--- src/pkg/tmrcm_defs.svh ---
// Purpose: Named constants for the timer 2 control and clock-mode block.
// Assumes: APB byte addresses are four times the register index.
// Notes:   Included by the package and by the block.
`ifndef TMRCM_DEFS_SVH
`define TMRCM_DEFS_SVH

// ==========================================================================
// Register indices (byte address = index * 4)
`define TMRCM_IDX_CTRL 10'h0C8
`define TMRCM_IDX_MODE 10'h0C9
`define TMRCM_IDX_CKMODE 10'h0CA
`define TMRCM_IDX_RELOAD_L 10'h0CB
`define TMRCM_IDX_RELOAD_H 10'h0CC
`define TMRCM_IDX_COUNT_L 10'h0CD
`define TMRCM_IDX_COUNT_H 10'h0CE
`define TMRCM_IDX_INT_STAT 10'h0CF
`define TMRCM_IDX_INT_MASK 10'h0D0
`define TMRCM_IDX_CTRL_SET 10'h0D1
`define TMRCM_IDX_CTRL_CLR 10'h0D2

// ==========================================================================
// Control register fields
`define TMRCM_B_OVF_FLAG 7
`define TMRCM_B_EXT_FLAG 6
`define TMRCM_B_RX_SEL 5
`define TMRCM_B_TX_SEL 4
`define TMRCM_B_EXT_EN 3
`define TMRCM_B_RUN 2
`define TMRCM_B_SRC_SEL 1
`define TMRCM_B_CAP_SEL 0
`define TMRCM_CTRL_RESET 8'h00

// Mode register fields.
`define TMRCM_B_CLKOUT_EN 1
`define TMRCM_B_UPDOWN_EN 0
`define TMRCM_MODE_RESET 2'h0

// Clock-mode register field.
`define TMRCM_B_DOUBLE 0
`define TMRCM_CKMODE_RESET 1'h0

// Interrupt status and mask fields.
`define TMRCM_I_OVF 0
`define TMRCM_I_EXT 1
`define TMRCM_INT_RESET 2'h0

// ==========================================================================
// Machine cycle lengths in oscillator periods
`define TMRCM_MC_STD 4'hC
`define TMRCM_MC_DOUBLE 4'h6
`define TMRCM_COUNT_MAX 16'hFFFF
`define TMRCM_ZERO16 16'h0000
`define TMRCM_RELOAD_RESET 8'h00

`endif

--- src/pkg/tmrcm_pkg.sv ---
// Purpose: Shared types for the timer 2 control and clock-mode block.
// Assumes: Constants come from tmrcm_defs.svh.
// Notes:   Types only.
package tmrcm_pkg;
  `include "tmrcm_defs.svh"

  typedef logic [7:0] tmrcm_byte_t;
  typedef logic [15:0] tmrcm_word_t;
  typedef logic [31:0] tmrcm_data_t;
endpackage

--- src/rtl/tmrcm_top.sv ---
// What this block does
// - Machine cycle is twelve or six periods.
// - Clock-mode bit resets to standard mode.
// - Reserved clock-mode bits read as zero.
// - Overflow flag set only outside baud mode.
// - Trigger capture or reload sets external flag.
// - External flag drives TIMER_IRQ except in up/down mode.
// - Receive select picks timer 1 or 2.
// - Transmit select picks timer 1 or 2.
// - Trigger edges honoured when enabled, not baud.
// - Run bit starts and stops counting.
// - Source select: machine cycles or count pin.
// - Baud mode forces auto-reload, ignores capture.
// - Reload mode: reload on overflow and on trigger edge.
// - Capture mode copies count on trigger edge.
// - Baud and clock-out share reload pair.
// - Control resets zero, bits individually settable.
// - Mode register holds clock-out, up/down enables.
//
// Purpose: Timer 2 control, counter, capture/reload and baud tick logic.
// Assumes: CLK is the oscillator; pins are asynchronous and synchronised here.
// Notes:   Registers sit on APB; PREADY comes one cycle into the access phase.
//
// Decided for this implementation: the APB slave port.
`timescale 1ns/100ps
`include "tmrcm_defs.svh"

module tmrcm_top
  import tmrcm_pkg::*;
(
  input wire logic CLK, // Oscillator clock, 100 MHz.
  input wire logic ARST_N, // Asynchronous reset, active low.
  input wire logic PSEL, // APB select.
  input wire logic PENABLE, // APB access phase.
  input wire logic PWRITE, // APB direction, high for write.
  input wire logic [11:0] PADDR, // APB byte address.
  input wire logic [31:0] PWDATA, // APB write data.
  output logic [31:0] PRDATA, // APB read data.
  output logic PREADY, // APB ready.
  output logic PSLVERR, // APB error for unmapped address.
  input wire logic TRIGGER_PIN, // External trigger pin, falling edge active.
  input wire logic COUNT_PIN, // External count pin, falling edge active.
  input wire logic TIMER1_OVF, // Timer 1 overflow pulse, same clock.
  output logic RX_BAUD_TICK, // Serial receive clock tick.
  output logic TX_BAUD_TICK, // Serial transmit clock tick.
  output logic CLOCK_OUT, // Clock-out waveform.
  output logic MC_TICK, // One pulse per machine cycle.
  output logic TIMER_IRQ, // Timer 2 interrupt request.
  output logic IRQ // Masked sticky-status interrupt.
);

  // ========================================================================
  // Reset release
  logic rst_meta_q;
  logic rst_n_q;

  always_ff @(posedge CLK or negedge ARST_N) begin
    if (!ARST_N) begin
      rst_meta_q <= 1'b0;
      rst_n_q <= 1'b0;
    end else begin
      rst_meta_q <= 1'b1;
      rst_n_q <= rst_meta_q;
    end
  end

  // ========================================================================
  // Pin synchronisers and falling edge detection
  // The edge stage reads the second and third flops, never the first.
  logic [1:0] pin_meta_q;
  logic [1:0] pin_sync_q;
  logic [1:0] pin_last_q;
  wire [1:0] pins_raw = {COUNT_PIN, TRIGGER_PIN};

  always_ff @(posedge CLK or negedge rst_n_q) begin
    if (!rst_n_q) begin
      pin_meta_q <= 2'h3;
      pin_sync_q <= 2'h3;
      pin_last_q <= 2'h3;
    end else begin
      pin_meta_q <= pins_raw;
      pin_sync_q <= pin_meta_q;
      pin_last_q <= pin_sync_q;
    end
  end

  wire [1:0] pin_fall = pin_last_q & ~pin_sync_q;
  wire trig_fall = pin_fall[0];
  wire count_fall = pin_fall[1];

  // ========================================================================
  // Register state
  tmrcm_byte_t ctrl_q;
  tmrcm_byte_t ctrl_d;
  logic [1:0] mode_q;
  logic [1:0] mode_d;
  logic double_q;
  logic double_d;
  tmrcm_byte_t reload_l_q;
  tmrcm_byte_t reload_l_d;
  tmrcm_byte_t reload_h_q;
  tmrcm_byte_t reload_h_d;
  tmrcm_word_t count_q;
  tmrcm_word_t count_d;
  logic [1:0] int_stat_q;
  logic [1:0] int_stat_d;
  logic [1:0] int_mask_q;
  logic [1:0] int_mask_d;

  // ========================================================================
  // APB decode
  logic pready_q;
  logic pslverr_q;
  tmrcm_data_t prdata_q;

  wire [9:0] idx = PADDR[11:2];
  wire sel_ctrl = idx == `TMRCM_IDX_CTRL;
  wire sel_mode = idx == `TMRCM_IDX_MODE;
  wire sel_ckmode = idx == `TMRCM_IDX_CKMODE;
  wire sel_rel_l = idx == `TMRCM_IDX_RELOAD_L;
  wire sel_rel_h = idx == `TMRCM_IDX_RELOAD_H;
  wire sel_cnt_l = idx == `TMRCM_IDX_COUNT_L;
  wire sel_cnt_h = idx == `TMRCM_IDX_COUNT_H;
  wire sel_istat = idx == `TMRCM_IDX_INT_STAT;
  wire sel_imask = idx == `TMRCM_IDX_INT_MASK;
  wire sel_set = idx == `TMRCM_IDX_CTRL_SET;
  wire sel_clr = idx == `TMRCM_IDX_CTRL_CLR;
  wire mapped = sel_ctrl | sel_mode | sel_ckmode | sel_rel_l | sel_rel_h |
                sel_cnt_l | sel_cnt_h | sel_istat | sel_imask | sel_set | sel_clr;

  // The answer comes one cycle into the access phase; the write lands at the next edge, while PREADY is high.
  wire access = PSEL & PENABLE;
  wire answer_now = access & ~pready_q;
  wire commit = access & pready_q;
  wire wr = commit & PWRITE;
  wire [7:0] wbyte = PWDATA[7:0];

  wire [31:0] rd_mux =
    sel_ctrl ? {24'h000000, ctrl_q} :
    sel_set ? {24'h000000, ctrl_q} :
    sel_clr ? {24'h000000, ctrl_q} :
    sel_mode ? {30'h00000000, mode_q} :
    sel_ckmode ? {31'h00000000, double_q} :
    sel_rel_l ? {24'h000000, reload_l_q} :
    sel_rel_h ? {24'h000000, reload_h_q} :
    sel_cnt_l ? {24'h000000, count_q[7:0]} :
    sel_cnt_h ? {24'h000000, count_q[15:8]} :
    sel_istat ? {30'h00000000, int_stat_q} :
    sel_imask ? {30'h00000000, int_mask_q} :
    32'h00000000;

  always_ff @(posedge CLK or negedge rst_n_q) begin
    if (!rst_n_q) begin
      pready_q <= 1'b0;
      pslverr_q <= 1'b0;
      prdata_q <= 32'h00000000;
    end else begin
      pready_q <= answer_now;
      pslverr_q <= answer_now & ~mapped;
      prdata_q <= answer_now ? rd_mux : 32'h00000000;
    end
  end

  // ========================================================================
  // Control field views
  wire ovf_flag = ctrl_q[`TMRCM_B_OVF_FLAG];
  wire ext_flag = ctrl_q[`TMRCM_B_EXT_FLAG];
  wire rx_sel = ctrl_q[`TMRCM_B_RX_SEL];
  wire tx_sel = ctrl_q[`TMRCM_B_TX_SEL];
  wire ext_en = ctrl_q[`TMRCM_B_EXT_EN];
  wire run = ctrl_q[`TMRCM_B_RUN];
  wire src_sel = ctrl_q[`TMRCM_B_SRC_SEL];
  wire cap_sel = ctrl_q[`TMRCM_B_CAP_SEL];
  wire clkout_en = mode_q[`TMRCM_B_CLKOUT_EN];
  wire updown_en = mode_q[`TMRCM_B_UPDOWN_EN];

  // ========================================================================
  // Machine cycle prescaler
  logic [3:0] pre_q;
  logic [3:0] pre_d;
  logic mc_q;

  wire [3:0] mc_len = double_q ? `TMRCM_MC_DOUBLE : `TMRCM_MC_STD;
  // A mode change mid-cycle may leave the count past the new end; wrap at once.
  wire pre_end = pre_q >= (mc_len - 4'h1);
  assign pre_d = pre_end ? 4'h0 : pre_q + 4'h1;

  always_ff @(posedge CLK or negedge rst_n_q) begin
    if (!rst_n_q) begin
      pre_q <= 4'h0;
      mc_q <= 1'b0;
    end else begin
      pre_q <= pre_d;
      mc_q <= pre_end;
    end
  end

  // ========================================================================
  // Counter events
  wire baud_mode = rx_sel | tx_sel;
  wire count_in = src_sel ? count_fall : pre_end;
  wire inc = run & count_in;
  wire ovf = inc & (count_q == `TMRCM_COUNT_MAX);
  // Trigger edges are dropped while the timer clocks the serial port.
  wire ext_ev = trig_fall & ext_en & ~baud_mode;
  wire capture_now = ext_ev & cap_sel & ~baud_mode;
  wire reload_now = (ovf & (baud_mode | ~cap_sel)) | (ext_ev & ~cap_sel);
  wire ovf_flag_set = ovf & ~baud_mode;
  wire ext_flag_set = ext_ev;
  // One reload pair feeds both baud and clock-out rates.
  wire [15:0] reload_val = {reload_h_q, reload_l_q};

  // ========================================================================
  // Control register next value
  // Software writes, sets and clears bits; a hardware flag event beats a clear.
  wire [7:0] ctrl_sw =
    (wr & sel_ctrl) ? wbyte :
    (wr & sel_set) ? (ctrl_q | wbyte) :
    (wr & sel_clr) ? (ctrl_q & ~wbyte) :
    ctrl_q;
  wire [7:0] ctrl_hw = {ovf_flag_set, ext_flag_set, 6'h00};
  assign ctrl_d = ctrl_sw | ctrl_hw;

  assign mode_d = (wr & sel_mode) ? wbyte[1:0] : mode_q;
  assign double_d = (wr & sel_ckmode) ? wbyte[`TMRCM_B_DOUBLE] : double_q;
  assign int_mask_d = (wr & sel_imask) ? wbyte[1:0] : int_mask_q;

  wire [1:0] int_ev = {ext_flag_set, ovf_flag_set};
  wire [1:0] int_clr = (wr & sel_istat) ? wbyte[1:0] : 2'h0;
  assign int_stat_d = (int_stat_q & ~int_clr) | int_ev;

  // Capture writes the reload pair and wins over a software write there.
  assign reload_l_d = capture_now ? count_q[7:0] :
                      (wr & sel_rel_l) ? wbyte : reload_l_q;
  assign reload_h_d = capture_now ? count_q[15:8] :
                      (wr & sel_rel_h) ? wbyte : reload_h_q;

  // Software writes to the count take priority over counting in that cycle.
  wire [15:0] count_inc = count_q + 16'h0001;
  wire [15:0] count_hw = reload_now ? reload_val :
                         inc ? count_inc : count_q;
  assign count_d =
    (wr & sel_cnt_l) ? {count_q[15:8], wbyte} :
    (wr & sel_cnt_h) ? {wbyte, count_q[7:0]} :
    count_hw;

  // ========================================================================
  // Register update
  // One short process per register keeps each reset value beside its update.
  always_ff @(posedge CLK or negedge rst_n_q) begin
    if (!rst_n_q) begin
      ctrl_q <= `TMRCM_CTRL_RESET;
    end else begin
      ctrl_q <= ctrl_d;
    end
  end

  always_ff @(posedge CLK or negedge rst_n_q) begin
    if (!rst_n_q) begin
      mode_q <= `TMRCM_MODE_RESET;
    end else begin
      mode_q <= mode_d;
    end
  end

  always_ff @(posedge CLK or negedge rst_n_q) begin
    if (!rst_n_q) begin
      double_q <= `TMRCM_CKMODE_RESET;
    end else begin
      double_q <= double_d;
    end
  end

  always_ff @(posedge CLK or negedge rst_n_q) begin
    if (!rst_n_q) begin
      reload_l_q <= `TMRCM_RELOAD_RESET;
    end else begin
      reload_l_q <= reload_l_d;
    end
  end

  always_ff @(posedge CLK or negedge rst_n_q) begin
    if (!rst_n_q) begin
      reload_h_q <= `TMRCM_RELOAD_RESET;
    end else begin
      reload_h_q <= reload_h_d;
    end
  end

  always_ff @(posedge CLK or negedge rst_n_q) begin
    if (!rst_n_q) begin
      count_q <= `TMRCM_ZERO16;
    end else begin
      count_q <= count_d;
    end
  end

  always_ff @(posedge CLK or negedge rst_n_q) begin
    if (!rst_n_q) begin
      int_stat_q <= `TMRCM_INT_RESET;
    end else begin
      int_stat_q <= int_stat_d;
    end
  end

  always_ff @(posedge CLK or negedge rst_n_q) begin
    if (!rst_n_q) begin
      int_mask_q <= `TMRCM_INT_RESET;
    end else begin
      int_mask_q <= int_mask_d;
    end
  end

  // ========================================================================
  // Outputs
  logic rx_tick_q;
  logic tx_tick_q;
  logic clk_out_q;
  logic timer_irq_q;
  logic irq_q;

  wire rx_tick_d = rx_sel ? ovf : TIMER1_OVF;
  wire tx_tick_d = tx_sel ? ovf : TIMER1_OVF;
  // Clock-out toggles on overflow; it assumes software left the source at zero.
  wire clk_out_d = (ovf & clkout_en) ? ~clk_out_q : clk_out_q;
  wire timer_irq_d = ovf_flag | (ext_flag & ~updown_en);
  wire irq_d = |(int_stat_q & int_mask_q);

  always_ff @(posedge CLK or negedge rst_n_q) begin
    if (!rst_n_q) begin
      rx_tick_q <= 1'b0;
    end else begin
      rx_tick_q <= rx_tick_d;
    end
  end

  always_ff @(posedge CLK or negedge rst_n_q) begin
    if (!rst_n_q) begin
      tx_tick_q <= 1'b0;
    end else begin
      tx_tick_q <= tx_tick_d;
    end
  end

  always_ff @(posedge CLK or negedge rst_n_q) begin
    if (!rst_n_q) begin
      clk_out_q <= 1'b0;
    end else begin
      clk_out_q <= clk_out_d;
    end
  end

  always_ff @(posedge CLK or negedge rst_n_q) begin
    if (!rst_n_q) begin
      timer_irq_q <= 1'b0;
    end else begin
      timer_irq_q <= timer_irq_d;
    end
  end

  always_ff @(posedge CLK or negedge rst_n_q) begin
    if (!rst_n_q) begin
      irq_q <= 1'b0;
    end else begin
      irq_q <= irq_d;
    end
  end

  assign PRDATA = prdata_q;
  assign PREADY = pready_q;
  assign PSLVERR = pslverr_q;
  assign RX_BAUD_TICK = rx_tick_q;
  assign TX_BAUD_TICK = tx_tick_q;
  assign CLOCK_OUT = clk_out_q;
  assign MC_TICK = mc_q;
  assign TIMER_IRQ = timer_irq_q;
  assign IRQ = irq_q;

endmodule
--- config.mk ---
export PLATFORM = sky130hd
export DESIGN_NAME = tmrcm_top
export DESIGN_NICKNAME = d
export VERILOG_FILES = /design/src/pkg/tmrcm_pkg.sv /design/src/rtl/tmrcm_top.sv
export VERILOG_INCLUDE_DIRS = /design/src /design/src/pkg
export SDC_FILE = /design/constraint.sdc
export NUM_CORES = 1
export LEC_CHECK = 0
export BUFFER_PORTS_ARGS = -buffer_cell sky130_fd_sc_hd__buf_2
export CAP_MARGIN = 10
export CORE_ASPECT_RATIO = 1.1
export CORE_MARGIN = 8
export CORE_UTILIZATION = 38
export CTS_BUF_LIST = sky130_fd_sc_hd__clkbuf_8
export DETAILED_ROUTE_END_ITERATION = 12
export RECOVER_POWER = 50
export SLEW_MARGIN = 20
export SYNTH_ARGS = -nofsm -noshare
export SYNTH_HDL_FRONTEND = slang
export SYNTH_SLANG_ARGS = --single-unit
--- constraint.sdc ---
create_clock -name CLK -period 2.4 [get_ports CLK]
set_input_delay 0.24 -clock CLK [delete_from_list [all_inputs] [get_ports CLK]]
set_output_delay 0.24 -clock CLK [all_outputs]
set_load 0.02 [all_outputs]
==> summary.md, run 1 <==
| Metric | Value |
|---|---|
| Outcome | finished with violations |
| Violated checks | max-capacitance violations, max-slew violations |
| Layout cell share with drive strength beyond 1 | 20.8% |
| Top cells by area in the synthesized netlist | sky130_fd_sc_hd__dfrtp_1 (38%), sky130_fd_sc_hd__mux2i_1 (6.6%), sky130_fd_sc_hd__a21oi_1 (4.5%) |
| Total placed cells including tap cells | 682 |
| Area share of the largest cell type after synthesis | 38.1% |
| Iteration-0 DRC count of the detailed router | 309 |
| Count of flip-flops with a built-in enable after synthesis | 0 |
| Mean post-synth cell area | 9.50 um2 |
| Final hold violations | 0 |
| Combinational family with the most area after synthesis | compound AO/OA/AOI/OAI gates |
| Number of inserted filler cells in the final layout | 1163 |
| Start-to-end type of the worst setup path | reg2reg |
| Yosys Warn Count | 0 |
| CP endpoint kind | flop |
| Count of input and output buffers | 41 |
| Static leakage power | 2.35 nW |
| Tcrit/Tclk final | 92.5% |
| Global router's overall resource usage | 16.5% |
| Xor/xnor cell area share of the yosys netlist | 2.90% |
| Buffer count from post-CTS setup fixing | 0 |
| Commonest register cell after synthesis | sky130_fd_sc_hd__dfrtp_1 |
| Die area | 15700 um2 |
| Critical path fanouts, max | 4 |
| Number of detailed-routing iterations run before antenna repair | 7 |
| Worst slew pin tran | 1.60 ns |
| Core Area | 11800 um2 |
| Antenna Diode Count | 0 |
| Detail Route Antenna Nets | 0 |
| Final setup fails | 0 |
| Worst setup skew after layout | 0.0140 ns |
| Sequential area share after synthesis | 41.6% |
| Vias in the first global route | 3684 |
| Total number of vias | 3863 |
| Clock network latency to the later pin of the worst-skew pair | 0.36 ns |
| Row count | 42 |
| Relative max-transition margin | -6.73% |
| RSZ-0062 raised after global routing | no |
| Count of cell types in the netlist | 69 |
| Global-route wire length before repair | 20.1 mm |
| Power share of the sequential group | 46.9% |
| Required time at the worst-slack endpoint | 2.68 ns |
| Fraction of synthesis flops using an asynchronous set or reset pin | 100% |
| Last weighted congestion value of the routability-driven placer | 0.905 |
| Ratio of total power to cell area | 565 nW/um2 |
| Final Slew Violations | 74 |
| Summed instance area of the synthesized netlist | 4530 um2 |
| # clock sinks | 75 |
| Worst supply voltage drop on vdd | 0.290 mV |
| Worst Setup Start Kind | flop |
| Switching power as a share of total power | 26.9% |
| Register Area | 1890 um2 |
| Vert. Die Dim | 131 um |
| Number of cells produced by synthesis | 477 |
| Number of DRC violations after detailed routing | 0 |
| Mean number of vias per cell | 5.51 |
| Total grt overflow | 0 |
| Root buffer cell | sky130_fd_sc_hd__clkbuf_8 |
| Max-cap violations | 1 |
| Library cell with the largest summed area after synthesis | sky130_fd_sc_hd__dfrtp_1 |
| Arrival @ worst endpoint | 2.50 ns |
| Antenna violations before repair | 0 |
| Power share of the clock group | 38.7% |
| Mean routed wirelength per cell | 18.2 um |
| Portion of netlist area occupied by mux cells | 9.61% |
| Pre-CTS setup slack | -0.119 ns |
| Top achievable clock speed | 450 MHz |
| Number of buffers inserted during clock tree synthesis | 9 |
| Switching power | 0.795 mW |
| Maximum number of pins on one net before global-route repair | 74 |
| Portion of total power attributed to combinational logic | 14.4% |
| Post-layout min period | 2.22 ns |
| Number of H-tree branching levels | 3 |
| Synth-to-layout area growth | 15.7% |
| Post-Synth Adder-Cell Area | 1.38% |
| Post-layout nets | 599 |
| Share of the synthesized area in compound gates (AO/OA/AOI/OAI) | 18.5% |
| TritonCTS clock tree | built |
| Post-Route WL | 12.7 mm |
| Post-synthesis share of cell area spent on and, or, nand and nor gates | 18.0% |
| P_int | 2.17 mW |
| Area of the multi-input gates | 2400 um2 |
| Number of I/O pins | 92 |
| Final Instance Count excl. Fillers | 701 |
| Chip width | 120 um |
| Flip-flop and latch count after synthesis | 75 |
| Setup slack after layout | 0.179 ns |
| Effective utilization at floorplan | 38.3% |
| CTS clock-pin slew for the worst setup and hold paths | 0.08 ns |
| Type of the most critical hold path | in2reg |
| CTS Buffer Depth | 2 |
| Total half-perimeter wirelength after legalization and detailed placement | 9.38 mm |
## layout by cell type, fill, tap and decap left out, types with 19 or more instances in the layout
master	synthesis	layout
sky130_fd_sc_hd__a21oi_1	41	41
sky130_fd_sc_hd__buf_2	7	24
sky130_fd_sc_hd__buf_4	26	34
sky130_fd_sc_hd__conb_1	2	25
sky130_fd_sc_hd__dfrtp_1	69	68
sky130_fd_sc_hd__mux2i_1	30	30
sky130_fd_sc_hd__nand2_1	39	39
sky130_fd_sc_hd__nand3_1	19	19
sky130_fd_sc_hd__nor2_1	47	47
## metal layers
metal,track usage [%],routed length (um),up-vias
met1,21.0,5550,1900
met5,0,0,-
li1,-,-,1802
met2,26.5,6050,144
met3,4.47,855,17
met4,5.74,274,0
## area by class of cell
| type | instances | area share (%) |
|---|---|---|
| multi-input cells | 366 | 45.9 |
| flip-flops and latches | 75 | 36.0 |
| well taps | 154 | 3.68 |
| clock inverters | 4 | 1.38 |
| repair buffers | 79 | 9.16 |
| inverters | 11 | 0.788 |
| clock buffers | 12 | 3.15 |
## critical path, cell delays in order (launching register included)
cell and delay, ns:
sky130_fd_sc_hd__dfrtp_1 0.42, sky130_fd_sc_hd__ha_1 0.32, sky130_fd_sc_hd__a211oi_2 0.26, sky130_fd_sc_hd__o21ai_2 0.15, sky130_fd_sc_hd__and4_4 0.19, sky130_fd_sc_hd__o21ai_4 0.22, sky130_fd_sc_hd__buf_4 0.16, sky130_fd_sc_hd__mux2_2 0.32
sky130_fd_sc_hd__o21ai_1 0.11
## power groups by stage
stage / clock, mW / sequential (mW) / combinational [mW]
finish: 1.15 / 1.39 / 0.426
floorplan: 0 / 1.41 / 0.286
detailed placement: 0 / 1.41 / 0.407
global route: 1.23 / 1.40 / 0.478
CTS: 1.17 / 1.39 / 0.413
global placement: 0 / 1.41 / 0.390
## cells by family after synthesis
kind of cell    count (synthesis)
mux                            42
buf+inv                        59
flops                          75
other cells                     2
fa+ha+maj                       5
simple gates                  153
xor+xnor                       15
compound gates                126
## path summary, 6_finish.rpt
kind,start,endpoint,slack [ns],depth (start not counted)
setup reg to reg,double_q,count_q[8],0.18,8
min in group asynchronous,ARST_N,rst_meta_q,0.20,2
setup / recovery,double_q,count_q[8],0.18,8
hold / removal,TIMER1_OVF,RX_BAUD_TICK,0.13,2
max in group asynchronous,rst_n_q,PRDATA[1],0.74,0
hold reg to reg,pin_meta_q[1],pin_sync_q[1],0.35,0
## repair_timing
item	in CTS	in global routing
gates resized for setup	3	5
setup endpoints to repair	12	14
hold buffers	3	0
endpoints found under the hold margin	4	0
## per-stage QoR
stage / utilization [%] / TNS [ns] / instance area [um2] / hold WS, ns / total power, mW
floorplan: - / 0 / 4620 / -0.0556 / 1.70
global placement: 42.0 / -0.577 / 4970 / 0.0250 / 1.80
detailed placement: 42.0 / -0.955 / 4970 / 0.0261 / 1.82
CTS: 44.4 / 0 / 5250 / 0.124 / 2.98
global route: 44.3 / 0 / 5240 / 0.123 / 3.11
finish: 44.3 / 0 / 5240 / 0.131 / 2.96
## sequential cells by signal (all words and copies together) (netlist names)
register and flops:
PSLVERR 1, PREADY 1, double_q 1, MC_TICK 1
rst_meta_q 1, mode_q 2, count_q 16, pre_q 4
PRDATA 8, reload_h_q 8, IRQ 1, rst_n_q 1
int_stat_q 2, CLOCK_OUT 1, reload_l_q 8, pin_sync_q 2
pin_last_q 2, TIMER_IRQ 1, RX_BAUD_TICK 1, pin_meta_q 2
TX_BAUD_TICK 1, int_mask_q 2, ctrl_q 8
## synth_stat cells, types with 3 or more instances
| cell | count |
|---|---|
| sky130_fd_sc_hd__dfrtp_1 | 69 |
| sky130_fd_sc_hd__nor2_1 | 47 |
| sky130_fd_sc_hd__a21oi_1 | 41 |
| sky130_fd_sc_hd__nand2_1 | 39 |
| sky130_fd_sc_hd__mux2i_1 | 30 |
| sky130_fd_sc_hd__buf_4 | 26 |
| sky130_fd_sc_hd__nand3_1 | 19 |
| sky130_fd_sc_hd__o211ai_1 | 17 |
| sky130_fd_sc_hd__o21ai_0 | 17 |
| sky130_fd_sc_hd__a22o_1 | 13 |
| sky130_fd_sc_hd__inv_1 | 11 |
| sky130_fd_sc_hd__mux2_2 | 11 |
| sky130_fd_sc_hd__xnor2_1 | 10 |
| sky130_fd_sc_hd__clkbuf_1 | 8 |
| sky130_fd_sc_hd__buf_2 | 7 |
| sky130_fd_sc_hd__dfstp_2 | 6 |
| sky130_fd_sc_hd__nor3_1 | 6 |
| sky130_fd_sc_hd__a31oi_1 | 5 |
| sky130_fd_sc_hd__ha_1 | 5 |
| sky130_fd_sc_hd__o22ai_1 | 5 |
| sky130_fd_sc_hd__xor2_1 | 5 |
| sky130_fd_sc_hd__a22oi_1 | 4 |
| sky130_fd_sc_hd__a21boi_0 | 3 |
| sky130_fd_sc_hd__a21o_1 | 3 |
| sky130_fd_sc_hd__and3_1 | 3 |
| sky130_fd_sc_hd__and4_1 | 3 |
| sky130_fd_sc_hd__buf_1 | 3 |
| sky130_fd_sc_hd__buf_6 | 3 |
| sky130_fd_sc_hd__nand4_1 | 3 |
| sky130_fd_sc_hd__nor3_4 | 3 |
| sky130_fd_sc_hd__nor4_1 | 3 |
(Power assumes the default switching activity.)
==> run 2: changes to the inputs <==
--- a/config.mk
+++ b/config.mk
@@ -8,11 +8,14 @@
 export LEC_CHECK = 0
 export BUFFER_PORTS_ARGS = -buffer_cell sky130_fd_sc_hd__buf_2
 export CAP_MARGIN = 10
+export CELL_PAD_IN_SITES_DETAIL_PLACEMENT = 0
+export CELL_PAD_IN_SITES_GLOBAL_PLACEMENT = 1
 export CORE_ASPECT_RATIO = 1.1
 export CORE_MARGIN = 8
 export CORE_UTILIZATION = 38
 export CTS_BUF_LIST = sky130_fd_sc_hd__clkbuf_8
 export DETAILED_ROUTE_END_ITERATION = 12
+export PLACE_DENSITY_LB_ADDON = 0.1
 export RECOVER_POWER = 50
 export SLEW_MARGIN = 20
 export SYNTH_ARGS = -nofsm -noshare
==> summary.md, run 2 (synthesis results as in run 1) <==
| Metric | Value |
|---|---|
| Outcome | finished, final reports clean |
| Worst setup skew after layout | 0.00741 ns |
| Mean routed wirelength per cell | 19.4 um |
| Vert. Die Dim | 131 um |
| Worst supply voltage drop on vdd | 0.262 mV |
| Antenna Diode Count | 0 |
| Capturing point of the worst reg2reg path | count_q[8] |
| Synth-to-layout area growth | 17.3% |
| Tcrit/Tclk final | 93.9% |
| Post-Route WL | 13.8 mm |
| Layout cell share with drive strength beyond 1 | 24.2% |
| Detail Route Antenna Nets | 0 |
| Critical Path Max Stage Delay | 0.43 ns |
| Number of detailed-routing iterations run before antenna repair | 4 |
| Crit-path cells | ha_1 > a211oi_2 > o21ai_0 > buf_4 > and4_4 > o21ai_2 > buf_4 > mux2_2 > o21ai_1 |
| Antenna violations before repair | 0 |
| Total non-filler cell area in the finished layout | 5310 um2 |
| Arrival @ worst endpoint | 2.55 ns |
| Ratio of total power to cell area | 561 nW/um2 |
| Capture point of the worst path | count_q[8] |
| Final setup fails | 0 |
| Number of H-tree branching levels | 3 |
| Register name with the most flops | count_q |
| Final Instance Count excl. Fillers | 708 |
| # clock sinks | 75 |
| Post-layout nets | 606 |
| Root buffer cell | sky130_fd_sc_hd__clkbuf_8 |
| Commonest cells after routing, fill and taps aside | sky130_fd_sc_hd__dfrtp_1 (69), sky130_fd_sc_hd__nor2_1 (47), sky130_fd_sc_hd__a21oi_1 (41) |
| Worst hold stages | 2 |
| Start-to-end type of the worst setup path | reg2reg |
| Required time at the worst-slack endpoint | 2.70 ns |
| Total placed cells including tap cells | 689 |
| Relative max-transition margin | 15.9% |
| Cell seen most often among critical-path stages | sky130_fd_sc_hd__buf_4 |
| Pre-CTS setup slack | 0.0375 ns |
| Total grt overflow | 0 |
| Maximum number of pins on one net before global-route repair | 47 |
| Max-cap violations | 0 |
| Global-route met1 utilization | 23.6% |
| Flip-flop count of the largest register after layout | 16 |
| Number of inserted filler cells in the final layout | 1213 |
| Worst Setup Start Kind | flop |
| Count of input and output buffers | 41 |
| Total half-perimeter wirelength after legalization and detailed placement | 10.4 mm |
| CTS Buffer Depth | 2 |
| Core Area | 11800 um2 |
| Mean number of vias per cell | 5.44 |
| Total number of vias | 3853 |
| Die area | 15700 um2 |
| Type of the most critical hold path | in2reg |
| Row count | 42 |
| Global-route met2 utilization | 29.9% |
| Most frequent standard cell in the layout excluding fill and tap cells | sky130_fd_sc_hd__dfrtp_1 |
| Cell type of the slowest stage on the worst timing path | sky130_fd_sc_hd__dfrtp_1 |
| Final total power | 2.98 mW |
| Routing layer with the top usage in global route | met2 |
| Worst r2r path cells | 9 |
| Number of DRC violations after detailed routing | 0 |
| Clock network latency to the later pin of the worst-skew pair | 0.37 ns |
| Critical path fanouts, max | 5 |
| Final hold violations | 0 |
| Area after DPL | 5050 um2 |
| Crit path max-delay family | compound AO/OA/AOI/OAI gates |
| Global-route wire length before repair | 21.7 mm |
| Post-layout min period | 2.25 ns |
| Iteration-0 DRC count of the detailed router | 299 |
| Static leakage power | 2.45 nW |
| Worst Path Buf+Inv | 2 |
| Depth of the critical timing path with buffers and inverters included | 9 |
| Top achievable clock speed | 444 MHz |
| FF-to-FF Start | double_q |
| Number of I/O pins | 92 |
| CTS clock-pin slew for the worst setup and hold paths | 0.08 ns |
| Last weighted congestion value of the routability-driven placer | 0.880 |
| Final Slew Violations | 0 |
| Minimum setup slack among reg-to-reg paths | 0.15 ns |
| Vias in the first global route | 3781 |
| TritonCTS clock tree | built |
| CP endpoint kind | flop |
| Global router's overall resource usage | 18.3% |
| Chip width | 120 um |
| Buffer count from post-CTS setup fixing | 0 |
| Worst slew pin tran | 1.26 ns |
| Effective utilization at floorplan | 38.3% |
| Number of buffers inserted during clock tree synthesis | 9 |
| Fraction of met3 tracks used by global routing | 3.05% |
| Critical Path Source | double_q |
| Setup slack after layout | 0.147 ns |
[run 2: through the flow]
stage / TNS, ns / hold slack (ns) / util, %
floorplan: 0 / -0.0556 / -
global placement: 0 / 0.0245 / 42.7
detailed placement: 0 / 0.0284 / 42.7
CTS: 0 / 0.108 / 44.9
global route: -0.0128 / 0.124 / 44.9
finish: 0 / 0.128 / 44.9
[run 2: per-layer routing]
metal	share of wire [%]	wire, um	vias up
li1	-	-	1812
met1	46	6340	1916
met2	47	6510	113
met3	5.1	697	12
met4	1.6	222	0
met5	0	0	-
[run 2: timing repair]
action                                  CTS  global route
resized for setup                         0             4
hold endpoints to repair                  4             0
endpoints found under the setup margin    0            13
hold buffers                              3             0
[run 2: area by class of cell]
cell class	instances	area (um2)	area share, %
repair buffers	86	566	10.6
inverters	11	41.3	0.777
well taps	154	193	3.63
clock inverters	7	110	2.07
clock buffers	9	124	2.33
multi-input cells	366	2390	45.1
flip-flops and latches	75	1880	35.5
[run 2: worst min-delay path by stage]
stage	startpoint	slack, ns	to
6_report	TIMER1_OVF	0.13	RX_BAUD_TICK
5_1_grt	TIMER1_OVF	0.12	RX_BAUD_TICK
4_1_cts	TIMER1_OVF	0.11	RX_BAUD_TICK
3_5_place_dp	ARST_N	0.03	rst_meta_q
3_3_place_gp	ARST_N	0.02	rst_meta_q
2_1_floorplan	ARST_N	-0.06	rst_meta_q
[run 2: power by group]
part,internal (mW),switching (mW),leakage [nW],total (mW)
registers,1.32,0.0530,0.831,1.38
clock network,0.681,0.498,0.122,1.18
logic,0.164,0.258,1.50,0.422
total,2.17,0.809,2.45,2.98
==> run 3: changes to the inputs <==
==> constraint.sdc (replaced) <==
create_clock -name CLK -period 2.5 [get_ports CLK]
set_input_delay 0.25 -clock CLK [delete_from_list [all_inputs] [get_ports CLK]]
set_output_delay 0.25 -clock CLK [all_outputs]
set_load 0.02 [all_outputs]
==> summary.md, run 3 (synthesis results as in run 1) <==
| Metric | Value |
|---|---|
| RSZ-0062 raised after global routing | no |
| Die area | 15700 um2 |
| Number of DRC violations after detailed routing | 0 |
| Final hold violations | 0 |
| Switching power | 0.765 mW |
| Total half-perimeter wirelength after legalization and detailed placement | 10.4 mm |
| Layout cell share with drive strength beyond 1 | 22.2% |
| Number of buffers inserted during clock tree synthesis | 9 |
| Power share of the clock group | 34.7% |
| Number of detailed-routing iterations run before antenna repair | 5 |
| Violated checks | max-capacitance violations, max-slew violations |
| Power share of the sequential group | 50.3% |
| Final Slew Violations | 41 |
| Register Area | 1880 um2 |
| Synth-to-layout area growth | 14.7% |
| Crit-path cells | inv_1 > ha_1 > o21ai_0 > o21ai_2 > and4_4 > o21ai_1 > buf_4 > mux2_2 > o21ai_1 |
| Worst hold stages | 2 |
| Portion of total power attributed to combinational logic | 15.0% |
| Vias in the first global route | 3980 |
| Critical path fanouts, max | 6 |
| Commonest cells after routing, fill and taps aside | sky130_fd_sc_hd__dfrtp_1 (69), sky130_fd_sc_hd__nor2_1 (47), sky130_fd_sc_hd__a21oi_1 (41) |
| Buffer count from post-CTS setup fixing | 0 |
| Total grt overflow | 0 |
| Final setup fails | 0 |
| Capturing point of the worst reg2reg path | count_q[8] |
| Worst setup skew after layout | 0.0126 ns |
| Post-Route WL | 13.7 mm |
| Most frequent standard cell in the layout excluding fill and tap cells | sky130_fd_sc_hd__dfrtp_1 |
| Total non-filler cell area in the finished layout | 5190 um2 |
| P_int | 1.88 mW |
| CTS clock-pin slew for the worst setup and hold paths | 0.08 ns |
| Worst supply voltage drop on vdd | 0.224 mV |
| Antenna violations before repair | 0 |
| Mean routed wirelength per cell | 19.6 um |
| Post-layout min period | 2.31 ns |
| Hold wc startpoint | TIMER1_OVF |
| Clock network latency to the later pin of the worst-skew pair | 0.36 ns |
| Maximum number of pins on one net before global-route repair | 41 |
| Arrival @ worst endpoint | 2.59 ns |
| Worst hold path endpoint | TX_BAUD_TICK |
| Count of input and output buffers | 41 |
| Mean number of vias per cell | 5.33 |
| Iteration-0 DRC count of the detailed router | 225 |
| Root buffer cell | sky130_fd_sc_hd__clkbuf_8 |
| Max-cap violations | 1 |
| Worst slew pin tran | 1.76 ns |
| Type of the most critical hold path | in2reg |
| Minimum setup slack among reg-to-reg paths | 0.19 ns |
| Detail Route Antenna Nets | 0 |
| Number of I/O pins | 92 |
| Outcome | finished with violations |
| Final Instance Count excl. Fillers | 703 |
| Worst r2r path cells | 9 |
| Static leakage power | 2.37 nW |
| Chip width | 120 um |
| Cell seen most often among critical-path stages | sky130_fd_sc_hd__o21ai_1 |
| Routed wl met3 | 509 um |
| Vert. Die Dim | 131 um |
| Routed met2 length | 6.60 mm |
| Required time at the worst-slack endpoint | 2.78 ns |
| Top achievable clock speed | 433 MHz |
| Total number of vias | 3748 |
| Area of the multi-input gates | 2390 um2 |
| Area after DPL | 4980 um2 |
| Post-Route Setup TNS | 0 ns |
| CP endpoint kind | flop |
| Number of inserted filler cells in the final layout | 1206 |
| Worst Setup Start Kind | flop |
| Flip-flop count of the largest register after layout | 16 |
| Number of H-tree branching levels | 3 |
| Tcrit/Tclk final | 92.4% |
| # clock sinks | 75 |
| Post-layout nets | 601 |
| Row count | 42 |
| Effective utilization at floorplan | 38.3% |
| CTS Buffer Depth | 2 |
| Relative max-transition margin | -17.5% |
| Core Area | 11800 um2 |
| DR top layer | met4 |
| Start-to-end type of the worst setup path | reg2reg |
| Ratio of total power to cell area | 508 nW/um2 |
| Total placed cells including tap cells | 684 |
| Switching power as a share of total power | 29.0% |
| TritonCTS clock tree | built |
| Global-route wire length before repair | 22.0 mm |
| Last weighted congestion value of the routability-driven placer | 0.870 |
| Critical Path Max Stage Delay | 0.43 ns |
| Global router's overall resource usage | 18.2% |
| Antenna Diode Count | 0 |
| Register name with the most flops | count_q |
| FF-to-FF Start | double_q |
| Final total power | 2.64 mW |
| DRT met1 WL | 6.46 mm |
| Cell type of the slowest stage on the worst timing path | sky130_fd_sc_hd__dfrtp_1 |
==> run 3: worst max path at each step <==
stage                   from           to
detailed placement  double_q   count_q[0]
floorplan            rst_n_q    CLOCK_OUT
CTS                 double_q   count_q[0]
global placement    double_q   count_q[0]
finish              double_q   count_q[8]
global route        double_q  count_q[15]
==> run 3: stage by stage <==
step                      util [%]  hold WS [ns]  setup WS [ns]
after floorplan                  -       -0.0456          0.267
after detailed placement      42.2        0.0379        -0.0139
after global placement        42.2        0.0353         0.0720
after global routing          43.9         0.122         0.0269
final                         43.9         0.140          0.189
after CTS                     44.0         0.116          0.136
==> run 3: routing by layer <==
metal  global-route usage [%]  up-vias
met5                        0        -
met2                     30.5       79
met4                     6.18        0
li1                         -     1806
met1                     23.2     1849
met3                     3.65       14
==> run 3: power by group through the flow <==
| stage | sequential (mW) | combinational (mW) | clock, mW |
|---|---|---|---|
| after global placement | 1.35 | 0.374 | 0 |
| after floorplan | 1.36 | 0.274 | 0 |
| after detailed placement | 1.35 | 0.379 | 0 |
| final | 1.33 | 0.396 | 0.917 |
| after global routing | 1.34 | 0.445 | 1.01 |
| after CTS | 1.33 | 0.387 | 0.958 |
==> run 3: worst max-delay path: cells and delay by family (launching register included) <==
kind / cells / cell delay, ns
multiplexers: 1 / 0.34
buffers and inverters: 2 / 0.27
adder cells (fa/ha/maj): 1 / 0.28
AO/OA/AOI/OAI: 4 / 0.71
AND/OR/NAND/NOR: 1 / 0.21
flip-flops: 1 / 0.43
==> run 3: timing repair <==
| action | 4_1_cts | 5_1_grt |
|---|---|---|
| pin swaps | 0 | 0 |
| endpoints found under the hold margin | 4 | 0 |
| setup endpoints to repair | 2 | 5 |
| resized for setup | 1 | 2 |
| hold buffers | 3 | 0 |
==> run 3: layout make-up <==
| class | instances | share of cell area, % |
|---|---|---|
| multi-input cells | 366 | 46.0 |
| flip-flops and latches | 75 | 36.3 |
| repair buffers | 81 | 9.61 |
| well taps | 154 | 3.71 |
| clock buffers | 9 | 2.38 |
| clock inverters | 7 | 1.23 |
| inverters | 11 | 0.795 |
